--- src/rtl/lite_timer_regs.svh ---
// Offsets, field positions, reset values and counts of the lite timer
`ifndef LITE_TIMER_REGS_SVH
`define LITE_TIMER_REGS_SVH

// Register indices; byte address is four times the index
`define LT_IDX_CTRL_STATUS   8'h0B
`define LT_IDX_CAPTURE       8'h0C
`define LT_ADDR_CTRL_STATUS  12'h02C
`define LT_ADDR_CAPTURE      12'h030

// Control/status field positions
`define LT_BIT_CAP_IRQ_EN    7
`define LT_BIT_CAP_FLAG      6
`define LT_BIT_PERIOD_DBL    5
`define LT_BIT_TICK_IRQ_EN   4
`define LT_BIT_TICK_FLAG     3
`define LT_BIT_DOG_FORCE     2
`define LT_BIT_DOG_ENABLE    1
`define LT_BIT_DOG_DELAY     0

// Reset values
`define LT_CTRL_RESET        8'h00
`define LT_CAPTURE_RESET     8'h00

// Counter terminal value and capture slice
`define LT_CNT_TERMINAL      13'h1F39
`define LT_CAP_MSB           12
`define LT_CAP_LSB           5

// Watchdog resume delays after wake from halt, in clocks
`define LT_RESUME_SHORT      10'h100
`define LT_RESUME_LONG       10'h200

`endif

--- src/rtl/lite_timer_pkg.sv ---
// Types shared by the lite timer block
package lite_timer_pkg;

  typedef struct packed {
    logic cap_irq_en;
    logic capture_flag;
    logic period_double_sel;
    logic tick_irq_en;
    logic tick_flag;
    logic dog_force_status;
    logic dog_enable;
    logic dog_delay;
  } timer_ctrl_status_t;

  typedef struct packed {
    logic        psel;
    logic        penable;
    logic        pwrite;
    logic [11:0] paddr;
    logic [31:0] pwdata;
  } apb_req_t;

  typedef struct packed {
    logic        pready;
    logic        pslverr;
    logic [31:0] prdata;
  } apb_rsp_t;

endpackage

--- src/rtl/lite_timebase_watchdog_capture.sv ---
// Lite timer: timebase, watchdog and input capture with an APB slave
//
// Behaviour
// - Hidden 13-bit counter, zero after reset, counts
// - Overflow event on wrap from terminal value
// - Period select doubles the tick interval
// - Overflow sets tick flag, enabled raises request
// - Status read clears tick flag, writes ignored
// - Enabled watchdog resets after two counter wraps unrefreshed
// - Delay bit cleared at each watchdog period end
// - Period counted from reset; late enable resets
// - Writing force bit while active forces reset
// - Force bit flags watchdog reset, cleared on read
// - Status set when watchdog activates resets at once
// - Hardware option keeps watchdog always active
// - Halt without reset option stops counter and watchdog
// - After wake, resume after 256/512 clocks
// - Pin edge captures counter byte, sets flag
// - Set capture flag blocks captures; read clears
// - Wait and active-halt leave the timer running
// - Two gated requests with wake-up routing
// - Periods of one and two counter wraps
// - Status flag cleared by read or supply reset
//
// Our own choices: the APB slave port and the address map.
`timescale 1ns/100ps
`include "lite_timer_regs.svh"

module lite_timebase_watchdog_capture (
  input  wire logic                     clk,
  input  wire logic                     rst_n,
  input  wire logic                     lvd_rst_n,
  input  wire lite_timer_pkg::apb_req_t apb_req,
  output      lite_timer_pkg::apb_rsp_t apb_rsp,
  input  wire logic                     capture_pin,
  input  wire logic                     hw_dog_opt,
  input  wire logic                     halt_reset_opt,
  input  wire logic                     resume_long_sel,
  input  wire logic                     halt_mode,
  input  wire logic                     wait_mode,
  input  wire logic                     active_halt_mode,
  input  wire logic                     cpu_irq_mask,
  output      logic                     tick_irq,
  output      logic                     capture_irq,
  output      logic                     tick_wake,
  output      logic                     capture_wake,
  output      logic                     dog_reset
);

  typedef enum logic [1:0] {RUN, HALTED, RESUMING} run_state_t;

  run_state_t  run_q;
  run_state_t  run_d;
  logic [12:0] cnt_q;
  logic        wrap_half_q;
  logic        dog_half_q;
  logic [9:0]  resume_q;
  logic [9:0]  resume_d;
  logic        cap_irq_en_q;
  logic        period_sel_q;
  logic        tick_irq_en_q;
  logic        tick_flag_q;
  logic        capture_flag_q;
  logic        dog_enable_q;
  logic        dog_delay_q;
  logic        dog_status_q;
  logic        expired_q;
  logic        active_q;
  logic [7:0]  capture_q;
  logic [2:0]  pin_sync_q;
  logic [1:0]  opt_sync_q;
  logic        pready_q;
  logic        pslverr_q;
  logic [31:0] prdata_q;
  logic        tick_irq_q;
  logic        capture_irq_q;
  logic        tick_wake_q;
  logic        capture_wake_q;
  logic        dog_reset_q;

  // Reset image of the control bits, so each reset branch assigns a constant
  localparam logic [7:0] CTRL_RST = `LT_CTRL_RESET;

  function automatic logic hits(input logic [11:0] addr, input logic [11:0] target);
    hits = (addr == target);
  endfunction

  // Bus decode; no wait state, read data registered in the setup cycle comes from a flip-flop
  wire setup_phase  = apb_req.psel & ~apb_req.penable;
  wire access_done  = apb_req.psel & apb_req.penable & pready_q;
  wire sel_ctrl     = hits(apb_req.paddr, `LT_ADDR_CTRL_STATUS);
  wire sel_cap      = hits(apb_req.paddr, `LT_ADDR_CAPTURE);
  wire unmapped     = ~sel_ctrl & ~sel_cap;
  wire wr_ctrl      = access_done & apb_req.pwrite & sel_ctrl;
  wire rd_ctrl      = access_done & ~apb_req.pwrite & sel_ctrl;
  wire rd_cap       = access_done & ~apb_req.pwrite & sel_cap;
  wire [7:0] wbyte  = apb_req.pwdata[7:0];

  lite_timer_pkg::timer_ctrl_status_t csr_view;
  assign csr_view = '{cap_irq_en:        cap_irq_en_q,
                      capture_flag:      capture_flag_q,
                      period_double_sel: period_sel_q,
                      tick_irq_en:       tick_irq_en_q,
                      tick_flag:         tick_flag_q,
                      dog_force_status:  dog_status_q,
                      dog_enable:        dog_enable_q,
                      dog_delay:         dog_delay_q};

  wire [31:0] rdata_mux = sel_ctrl ? {24'h000000, csr_view} :
                          sel_cap  ? {24'h000000, capture_q} : 32'h00000000;

  // Halt handling: counter frozen while halted or resuming
  wire halt_stops   = halt_mode & ~halt_reset_opt;
  wire counting     = (run_q == RUN);
  wire [9:0] resume_len = resume_long_sel ? `LT_RESUME_LONG : `LT_RESUME_SHORT;

  always_comb begin
    run_d    = run_q;
    resume_d = resume_q;
    case (run_q)
      RUN: begin
        if (halt_stops) begin
          run_d = HALTED;
        end
      end
      HALTED: begin
        if (!halt_mode) begin
          run_d    = RESUMING;
          resume_d = resume_len - 10'h001;
        end
      end
      RESUMING: begin
        if (resume_q == 10'h000) begin
          run_d = RUN;
        end else begin
          resume_d = resume_q - 10'h001;
        end
      end
      default: begin
        run_d = RUN;
      end
    endcase
  end

  wire wrap      = counting & (cnt_q == `LT_CNT_TERMINAL);
  wire [12:0] cnt_d = wrap ? 13'h0000 : (counting ? cnt_q + 13'h0001 : cnt_q);
  // doubled period uses every second wrap
  wire tick_evt  = wrap & (~period_sel_q | wrap_half_q);
  wire dog_end   = wrap & dog_half_q;

  // capture pin synchronised, edge from second and third stage
  wire pin_edge  = pin_sync_q[1] ^ pin_sync_q[2];
  // capture only while flag is clear
  wire cap_evt   = pin_edge & ~capture_flag_q;

  // hardware option makes watchdog permanently active
  wire active_d  = opt_sync_q[1] | dog_enable_q;
  wire delay_set = wr_ctrl & wbyte[`LT_BIT_DOG_DELAY];

  // unrefreshed period end, or late enable after expiry
  wire reset_timeout = active_q & ((dog_end & ~dog_delay_q) | (expired_q & ~dog_delay_q));
  wire reset_force   = active_q & wr_ctrl & wbyte[`LT_BIT_DOG_FORCE];
  // stale status on activation resets at once
  wire reset_stale   = active_d & ~active_q & dog_status_q;
  wire reset_halt    = active_q & halt_mode & halt_reset_opt;
  wire dog_fire      = reset_timeout | reset_force | reset_stale | reset_halt;

  // Timebase and watchdog counting
  always_ff @(posedge clk or negedge rst_n) begin
    if (!rst_n) begin
      run_q       <= RUN;
      resume_q    <= 10'h000;
      cnt_q       <= 13'h0000;
      wrap_half_q <= 1'b0;
      dog_half_q  <= 1'b0;
    end else begin
      run_q       <= run_d;
      resume_q    <= resume_d;
      cnt_q       <= cnt_d;
      wrap_half_q <= wrap ? ~wrap_half_q : wrap_half_q;
      dog_half_q  <= wrap ? ~dog_half_q : dog_half_q;
    end
  end

  // Synchronisers for pin and option strap
  always_ff @(posedge clk or negedge rst_n) begin
    if (!rst_n) begin
      pin_sync_q <= 3'h0;
      opt_sync_q <= 2'h0;
    end else begin
      pin_sync_q <= {pin_sync_q[1:0], capture_pin};
      opt_sync_q <= {opt_sync_q[0], hw_dog_opt};
    end
  end

  // Software control bits
  always_ff @(posedge clk or negedge rst_n) begin
    if (!rst_n) begin
      cap_irq_en_q  <= CTRL_RST[`LT_BIT_CAP_IRQ_EN];
      period_sel_q  <= CTRL_RST[`LT_BIT_PERIOD_DBL];
      tick_irq_en_q <= CTRL_RST[`LT_BIT_TICK_IRQ_EN];
      dog_enable_q  <= CTRL_RST[`LT_BIT_DOG_ENABLE];
    end else if (wr_ctrl) begin
      cap_irq_en_q  <= wbyte[`LT_BIT_CAP_IRQ_EN];
      period_sel_q  <= wbyte[`LT_BIT_PERIOD_DBL];
      tick_irq_en_q <= wbyte[`LT_BIT_TICK_IRQ_EN];
      dog_enable_q  <= wbyte[`LT_BIT_DOG_ENABLE];
    end
  end

  // Flags: an overflow in the tick flag's clearing cycle wins; a pin edge while the capture flag is set is dropped
  always_ff @(posedge clk or negedge rst_n) begin
    if (!rst_n) begin
      tick_flag_q    <= 1'b0;
      capture_flag_q <= 1'b0;
      capture_q      <= `LT_CAPTURE_RESET;
    end else begin
      // tick flag set by overflow, cleared by status read
      tick_flag_q    <= tick_evt | (tick_flag_q & ~rd_ctrl);
      capture_flag_q <= cap_evt | (capture_flag_q & ~rd_cap);
      if (cap_evt) begin
        capture_q <= cnt_q[`LT_CAP_MSB:`LT_CAP_LSB];
      end
    end
  end

  // Watchdog state
  always_ff @(posedge clk or negedge rst_n) begin
    if (!rst_n) begin
      dog_delay_q <= CTRL_RST[`LT_BIT_DOG_DELAY];
      expired_q   <= 1'b0;
      active_q    <= 1'b0;
      dog_reset_q <= 1'b0;
    end else begin
      // refresh sets delay, period end clears it
      dog_delay_q <= delay_set | (dog_delay_q & ~dog_end);
      // expiry remembered from reset until a refresh
      expired_q   <= ~delay_set & (expired_q | (dog_end & ~dog_delay_q));
      active_q    <= active_d;
      dog_reset_q <= dog_fire;
    end
  end

  // status survives system reset; supply reset or a status read clears it
  always_ff @(posedge clk or negedge lvd_rst_n) begin
    if (!lvd_rst_n) begin
      dog_status_q <= 1'b0;
    end else begin
      // set by watchdog reset, cleared by status read only
      // A write must not clear it, or enabling would hide a stale flag
      if (dog_fire) begin
        dog_status_q <= 1'b1;
      end else if (rd_ctrl) begin
        dog_status_q <= 1'b0;
      end
    end
  end

  // Bus response registers
  always_ff @(posedge clk or negedge rst_n) begin
    if (!rst_n) begin
      pready_q  <= 1'b0;
      pslverr_q <= 1'b0;
      prdata_q  <= 32'h00000000;
    end else begin
      pready_q  <= setup_phase;
      pslverr_q <= setup_phase & unmapped;
      prdata_q  <= (setup_phase & ~apb_req.pwrite) ? rdata_mux : 32'h00000000;
    end
  end

  // gated requests; tick wakes wait and active-halt, capture wait only
  always_ff @(posedge clk or negedge rst_n) begin
    if (!rst_n) begin
      tick_irq_q     <= 1'b0;
      capture_irq_q  <= 1'b0;
      tick_wake_q    <= 1'b0;
      capture_wake_q <= 1'b0;
    end else begin
      tick_irq_q     <= tick_flag_q & tick_irq_en_q & ~cpu_irq_mask;
      capture_irq_q  <= capture_flag_q & cap_irq_en_q & ~cpu_irq_mask;
      tick_wake_q    <= tick_flag_q & tick_irq_en_q & (wait_mode | active_halt_mode);
      capture_wake_q <= capture_flag_q & cap_irq_en_q & wait_mode;
    end
  end

  assign apb_rsp.pready  = pready_q;
  assign apb_rsp.pslverr = pslverr_q;
  assign apb_rsp.prdata  = prdata_q;
  assign tick_irq        = tick_irq_q;
  assign capture_irq     = capture_irq_q;
  assign tick_wake       = tick_wake_q;
  assign capture_wake    = capture_wake_q;
  assign dog_reset       = dog_reset_q;

endmodule

--- config.mk ---
export PLATFORM = sky130hd
export DESIGN_NAME = lite_timebase_watchdog_capture
export DESIGN_NICKNAME = d
export VERILOG_FILES = /design/src/rtl/lite_timer_pkg.sv /design/src/rtl/lite_timebase_watchdog_capture.sv
export VERILOG_INCLUDE_DIRS = /design/src /design/src/rtl
export SDC_FILE = /design/constraint.sdc
export NUM_CORES = 1
export LEC_CHECK = 0
export BUFFER_PORTS_ARGS = -buffer_cell sky130_fd_sc_hd__buf_2
export CAP_MARGIN = 15
export CELL_PAD_IN_SITES_DETAIL_PLACEMENT = 1
export CELL_PAD_IN_SITES_GLOBAL_PLACEMENT = 1
export CORE_MARGIN = 5
export CORE_UTILIZATION = 39
export CTS_CLUSTER_SIZE = 14
export DETAILED_ROUTE_END_ITERATION = 6
export PLACE_DENSITY_LB_ADDON = 0.1
export SYNTH_ARGS = -nofsm -noshare
export SYNTH_HDL_FRONTEND = slang
export SYNTH_SLANG_ARGS = --single-unit
--- constraint.sdc ---
create_clock -name clk -period 2.7 [get_ports clk]
set_clock_uncertainty 0.05 [all_clocks]
set_input_delay 0.54 -clock clk [delete_from_list [all_inputs] [get_ports clk]]
set_output_delay 0.54 -clock clk [all_outputs]
set_load 0.005 [all_outputs]
# Word level (Yosys, flattened, before mapping)
# Index checks and enable logic that the tools add are counted.
# word_totals
register_bits	65
input_bits	58
# op_classes
muxes	15
add_sub_neg	3
bitwise_logic	64
n_eq_ne	9
n_reduce_logical	7
# ops
cell	count
AND 1 bit	36
two-way mux 10 bit	3
two-way mux 13 bit	2
equality test 12 x 6 -> 1 bit, second input constant	2
two-way mux 8 bit	3
one-hot mux 10 bit (2 select lines)	1
subtractor 10 x 1 -> 10 bit, second input constant	2
inverter 1 bit	16
adder 13 x 1 -> 13 bit, second input constant	1
equality test 13 bit, second input constant	1
bitwise OR 1 bit	11
logical NOT 10 bit	1
inequality test 2 bit, second input constant	4
two-way mux 2 bit	3
one-hot mux 2 bit (3 select lines)	1
AND reduction 3 bit	2
nonzero test 2 bit	3
equality test 2 x 1 -> 1 bit, second input constant	1
equality test 2 bit, second input constant	1
logical NOT 2 bit	1
two-way mux 1 bit	2
XOR 1 bit	1

# Depth between registers and ports, before layout
# depth
ltp_word	10
ltp_mapped	8
mapped_depth_nobuf	7

# Least setup slack after synthesis
# No wires, ideal clock.
# synth_timing
path_kind	input to register
start	in apb_req[32] (netlist bit)
end	reg cap_irq_en_q
arrival_time_ns	2.019
path_buffers	1
required_ns	2.523
path_stages	5
setup_time_ns	0.127
setup_slack_ns	0.503
cell_sequence	or4b_4 > nor4_4 > and3_1 > buf_4 > mux2_1
# synth_between
elab_chain_cells	2
# synth_rtl
element	line_no	source
start: declaration	lite_timebase_watchdog_capture.sv:33	input wire lite_timer_pkg::apb_req_t apb_req,
equality test 12 x 6 -> 1 bit	lite_timebase_watchdog_capture.sv:85	hits = (addr == target);
AND 1 bit	lite_timebase_watchdog_capture.sv:94	wire wr_ctrl = access_done & apb_req.pwrite & sel_ctrl;
end signal: assignment	lite_timebase_watchdog_capture.sv:199	cap_irq_en_q <= CTRL_RST[`LT_BIT_CAP_IRQ_EN];
end signal: assignment	lite_timebase_watchdog_capture.sv:204	cap_irq_en_q <= wbyte[`LT_BIT_CAP_IRQ_EN];
end: declaration	lite_timebase_watchdog_capture.sv:59	logic cap_irq_en_q;
# No other way between the ends.
# A chain may end at the register's enable or synchronous reset.

# Worst setup path after layout
# Same ends and word-level chain as after synthesis.

==> impl_metrics.json <==
{
  "run_status": "completed",
  "cp.required_ps": 2870,
  "grt.overflow.total": 0,
  "htree_levels": 3,
  "firstDrtPassIters": 4,
  "cts_tree": "built",
  "power.total_uw": 2460,
  "grt_start_max_net_pins": 42,
  "grt.total_usage_pct": 14.3,
  "wl_um": 6480,
  "routabilityCongestion": 0.771,
  "drive_above_1_share_pct": 25.1,
  "post-route-period-util_pct": 77.8,
  "placed_area_um2": 3350,
  "die_w_um": 98.9,
  "synthCells": 280,
  "p_leak_uw": 0.00169,
  "synth_warnings": 0,
  "die_y_um": 98.9,
  "startpoint_type": "input pin",
  "slew_viol_final": 0,
  "cts-root-buf": "clkbuf_8",
  "area_growth_pct": 14.6,
  "grt_pass1_vias": 2356,
  "cts_resized": 0,
  "antenna_found_initial": 0,
  "final_hold_viol_count": 0,
  "insertion_delay_ps": 340,
  "power.density_nw_per_um2": 697,
  "cts.sinks": 65,
  "yosys_most_used_dff": "dfrtp_1",
  "placementRows": 32,
  "grt_pass1_wl_um": 11400,
  "crit_chain": "buf_2 > or4b_4 > nor4_4 > and3_1 > mux2_1",
  "max_stage_delay_ps": 570,
  "setup_violations": 0,
  "ff_latch_area_um2": 1630,
  "fin_nets": 395,
  "finalSetupTns_ps": 0,
  "pin_count": 97,
  "multiInputGateArea_um2": 1280,
  "slowest_stage": "or4b_4",
  "drt-initial-drc-count": 41,
  "crit_fanout": 6,
  "ir_drop_v": 0.000415,
  "max_slew.worst_pin.slew_ps": 751,
  "numCtsBuffers": 9,
  "path_clk_slew_ps": 80,
  "hold_path_class": "in2async",
  "critPathKind": "in2reg",
  "dp_hpwl_um": 4920,
  "viasPerCell": 4.97,
  "final_area_um2": 3530,
  "rsz0062_at_grt": "no",
  "max_freq_mhz": 476,
  "hold_ws_ps": 125,
  "ys_types": 50,
  "start_util_pct": 39.9,
  "via_count": 2190,
  "port_buffers": 46,
  "endpoint_kind": "flop",
  "path_delay_family": "simple AND/OR/NAND/NOR gates",
  "synthArstFlopShare_pct": 100,
  "pre_cts_ws_ps": 219,
  "wl_per_cell_um": 14.7,
  "diodes": 0,
  "drtAntennaViolNets": 0,
  "synth-seq-cells": 65,
  "synth_edf_count": 0,
  "worst_slack_ps": 600,
  "drc": 0,
  "cp_num_buf_inv": 1,
  "syn_area_per_cell_um2": 11.0,
  "maxCapViolations": 0,
  "cts_buffer_depth": 2,
  "slew_headroom_pct": 49.8,
  "num-fill-cells": 889,
  "fin_crit_ps": 2100,
  "ys_seq_area_share_pct": 52.7,
  "core_area_um2": 7730,
  "cp.arrival_ps": 2270,
  "post_synth_instance_area_um2": 3080,
  "die_area_um2": 9790
}
-- path summary, 6_finish.rpt --
check,slack [ps],endpoint,startpoint,depth (start not counted)
worst max-delay path,600,cap_irq_en_q,apb_req[32],5
worst min-delay path,130,prdata_q[4],rst_n,1
worst max register to register,620,cnt_q[9],run_q[0],4
worst min register to register,300,opt_sync_q[1],opt_sync_q[0],0
max in group asynchronous,1860,resume_q[1],rst_n,2
min in group clk,260,pin_sync_q[0],capture_pin,1
-- final cells by class --
type | count | area share (%)
flip-flops and latches | 65 | 46.0
multi-input cells | 198 | 36.3
clock inverters | 7 | 1.49
inverters | 8 | 0.850
clock buffers | 9 | 3.51
repair buffers | 52 | 8.22
well taps | 102 | 3.61
-- power breakdown --
group	internal, uW	leakage (uW)	switching (uW)
sequential	1100	0.000832	152
clock	339	0.0000900	403
combinational	211	0.000765	261
-- cells by family (layout without fill, tap and decap cells) --
logic type	after synthesis	in the layout	synth area share (%)
fa+ha+maj	3	3	1.22
other cells	1	24	0.122
compound gates	44	44	10.1
flops	65	65	52.7
buf+inv	40	76	8.48
simple gates	101	101	18.9
xor+xnor	11	11	3.12
mux	15	15	5.40
-- layer usage --
| metal | routed length (um) | share of wire, % | vias up | global-route usage [%] |
|---|---|---|---|---|
| met3 | 357 | 5.5 | 7 | 3.04 |
| met1 | 2910 | 45 | 1077 | 18.9 |
| met5 | 0 | 0 | - | 0 |
| met2 | 3120 | 48 | 56 | 23.2 |
| li1 | - | - | 1050 | - |
| met4 | 90 | 1.4 | 0 | 5.36 |
-- state kept, by name (all words and copies together) (netlist names), 2 cells and up --
register	flops
prdata_q	8
run_q	2
capture_q	8
resume_q	10
opt_sync_q	2
cnt_q	13
pin_sync_q	3
-- stage by stage --
stage                     cells  utilization [%]
final                       441             45.7
after CTS                   441             45.7
after global placement      424             43.3
after global routing        441             45.7
after floorplan             303                -
after detailed placement    424             43.3
-- cell usage in the layout (no fill, tap or decap), types with 4 or more instances in the layout --
| master | instances |
|---|---|
| nand3_1 | 9 |
| inv_1 | 8 |
| nor2b_1 | 4 |
| nor3_1 | 7 |
| a21oi_1 | 8 |
| a22oi_1 | 9 |
| clkbuf_8 | 9 |
| dfrtp_1 | 65 |
| mux2_1 | 4 |
| buf_2 | 46 |
| or3_1 | 4 |
| nor4_1 | 4 |
| conb_1 | 24 |
| nor2_1 | 24 |
| xnor2_1 | 7 |
| a21o_1 | 4 |
| buf_4 | 4 |
| o211ai_1 | 4 |
| nand4_1 | 4 |
| nand2b_1 | 5 |
| mux2_2 | 9 |
| nand2_1 | 20 |
| o21ai_0 | 5 |
| xor2_1 | 4 |
-- Yosys cell counts (all sizes together), types with 5 or more instances --
cell type | n | share of area [%]
xnor2 | 7 | 2.0
o21ai | 5 | 0.81
nor2 | 24 | 2.9
nand2b | 5 | 1.0
nand3 | 9 | 1.5
a22oi | 9 | 2.2
inv | 8 | 0.97
buf | 31 | 7.4
a21oi | 8 | 1.3
nand2 | 20 | 2.4
mux2 | 13 | 4.7
nor3 | 7 | 1.1
dfrtp | 65 | 53
nor4 | 7 | 2.9
-- worst register-to-register path: stages, from the launching register on --
cell and delay (ps):
dfrtp_1 480, or2_1 390, or4_1 600, nor2_1 120
mux2_2 340
-- what timing repair did --
item                                    in CTS  in global routing
endpoints found under the setup margin       0                  0
hold endpoints to repair                     1                  0
hold buffers                                 1                  0
buffers inserted                             0                  0
Note: power is estimated with default switching activity, not from simulation.
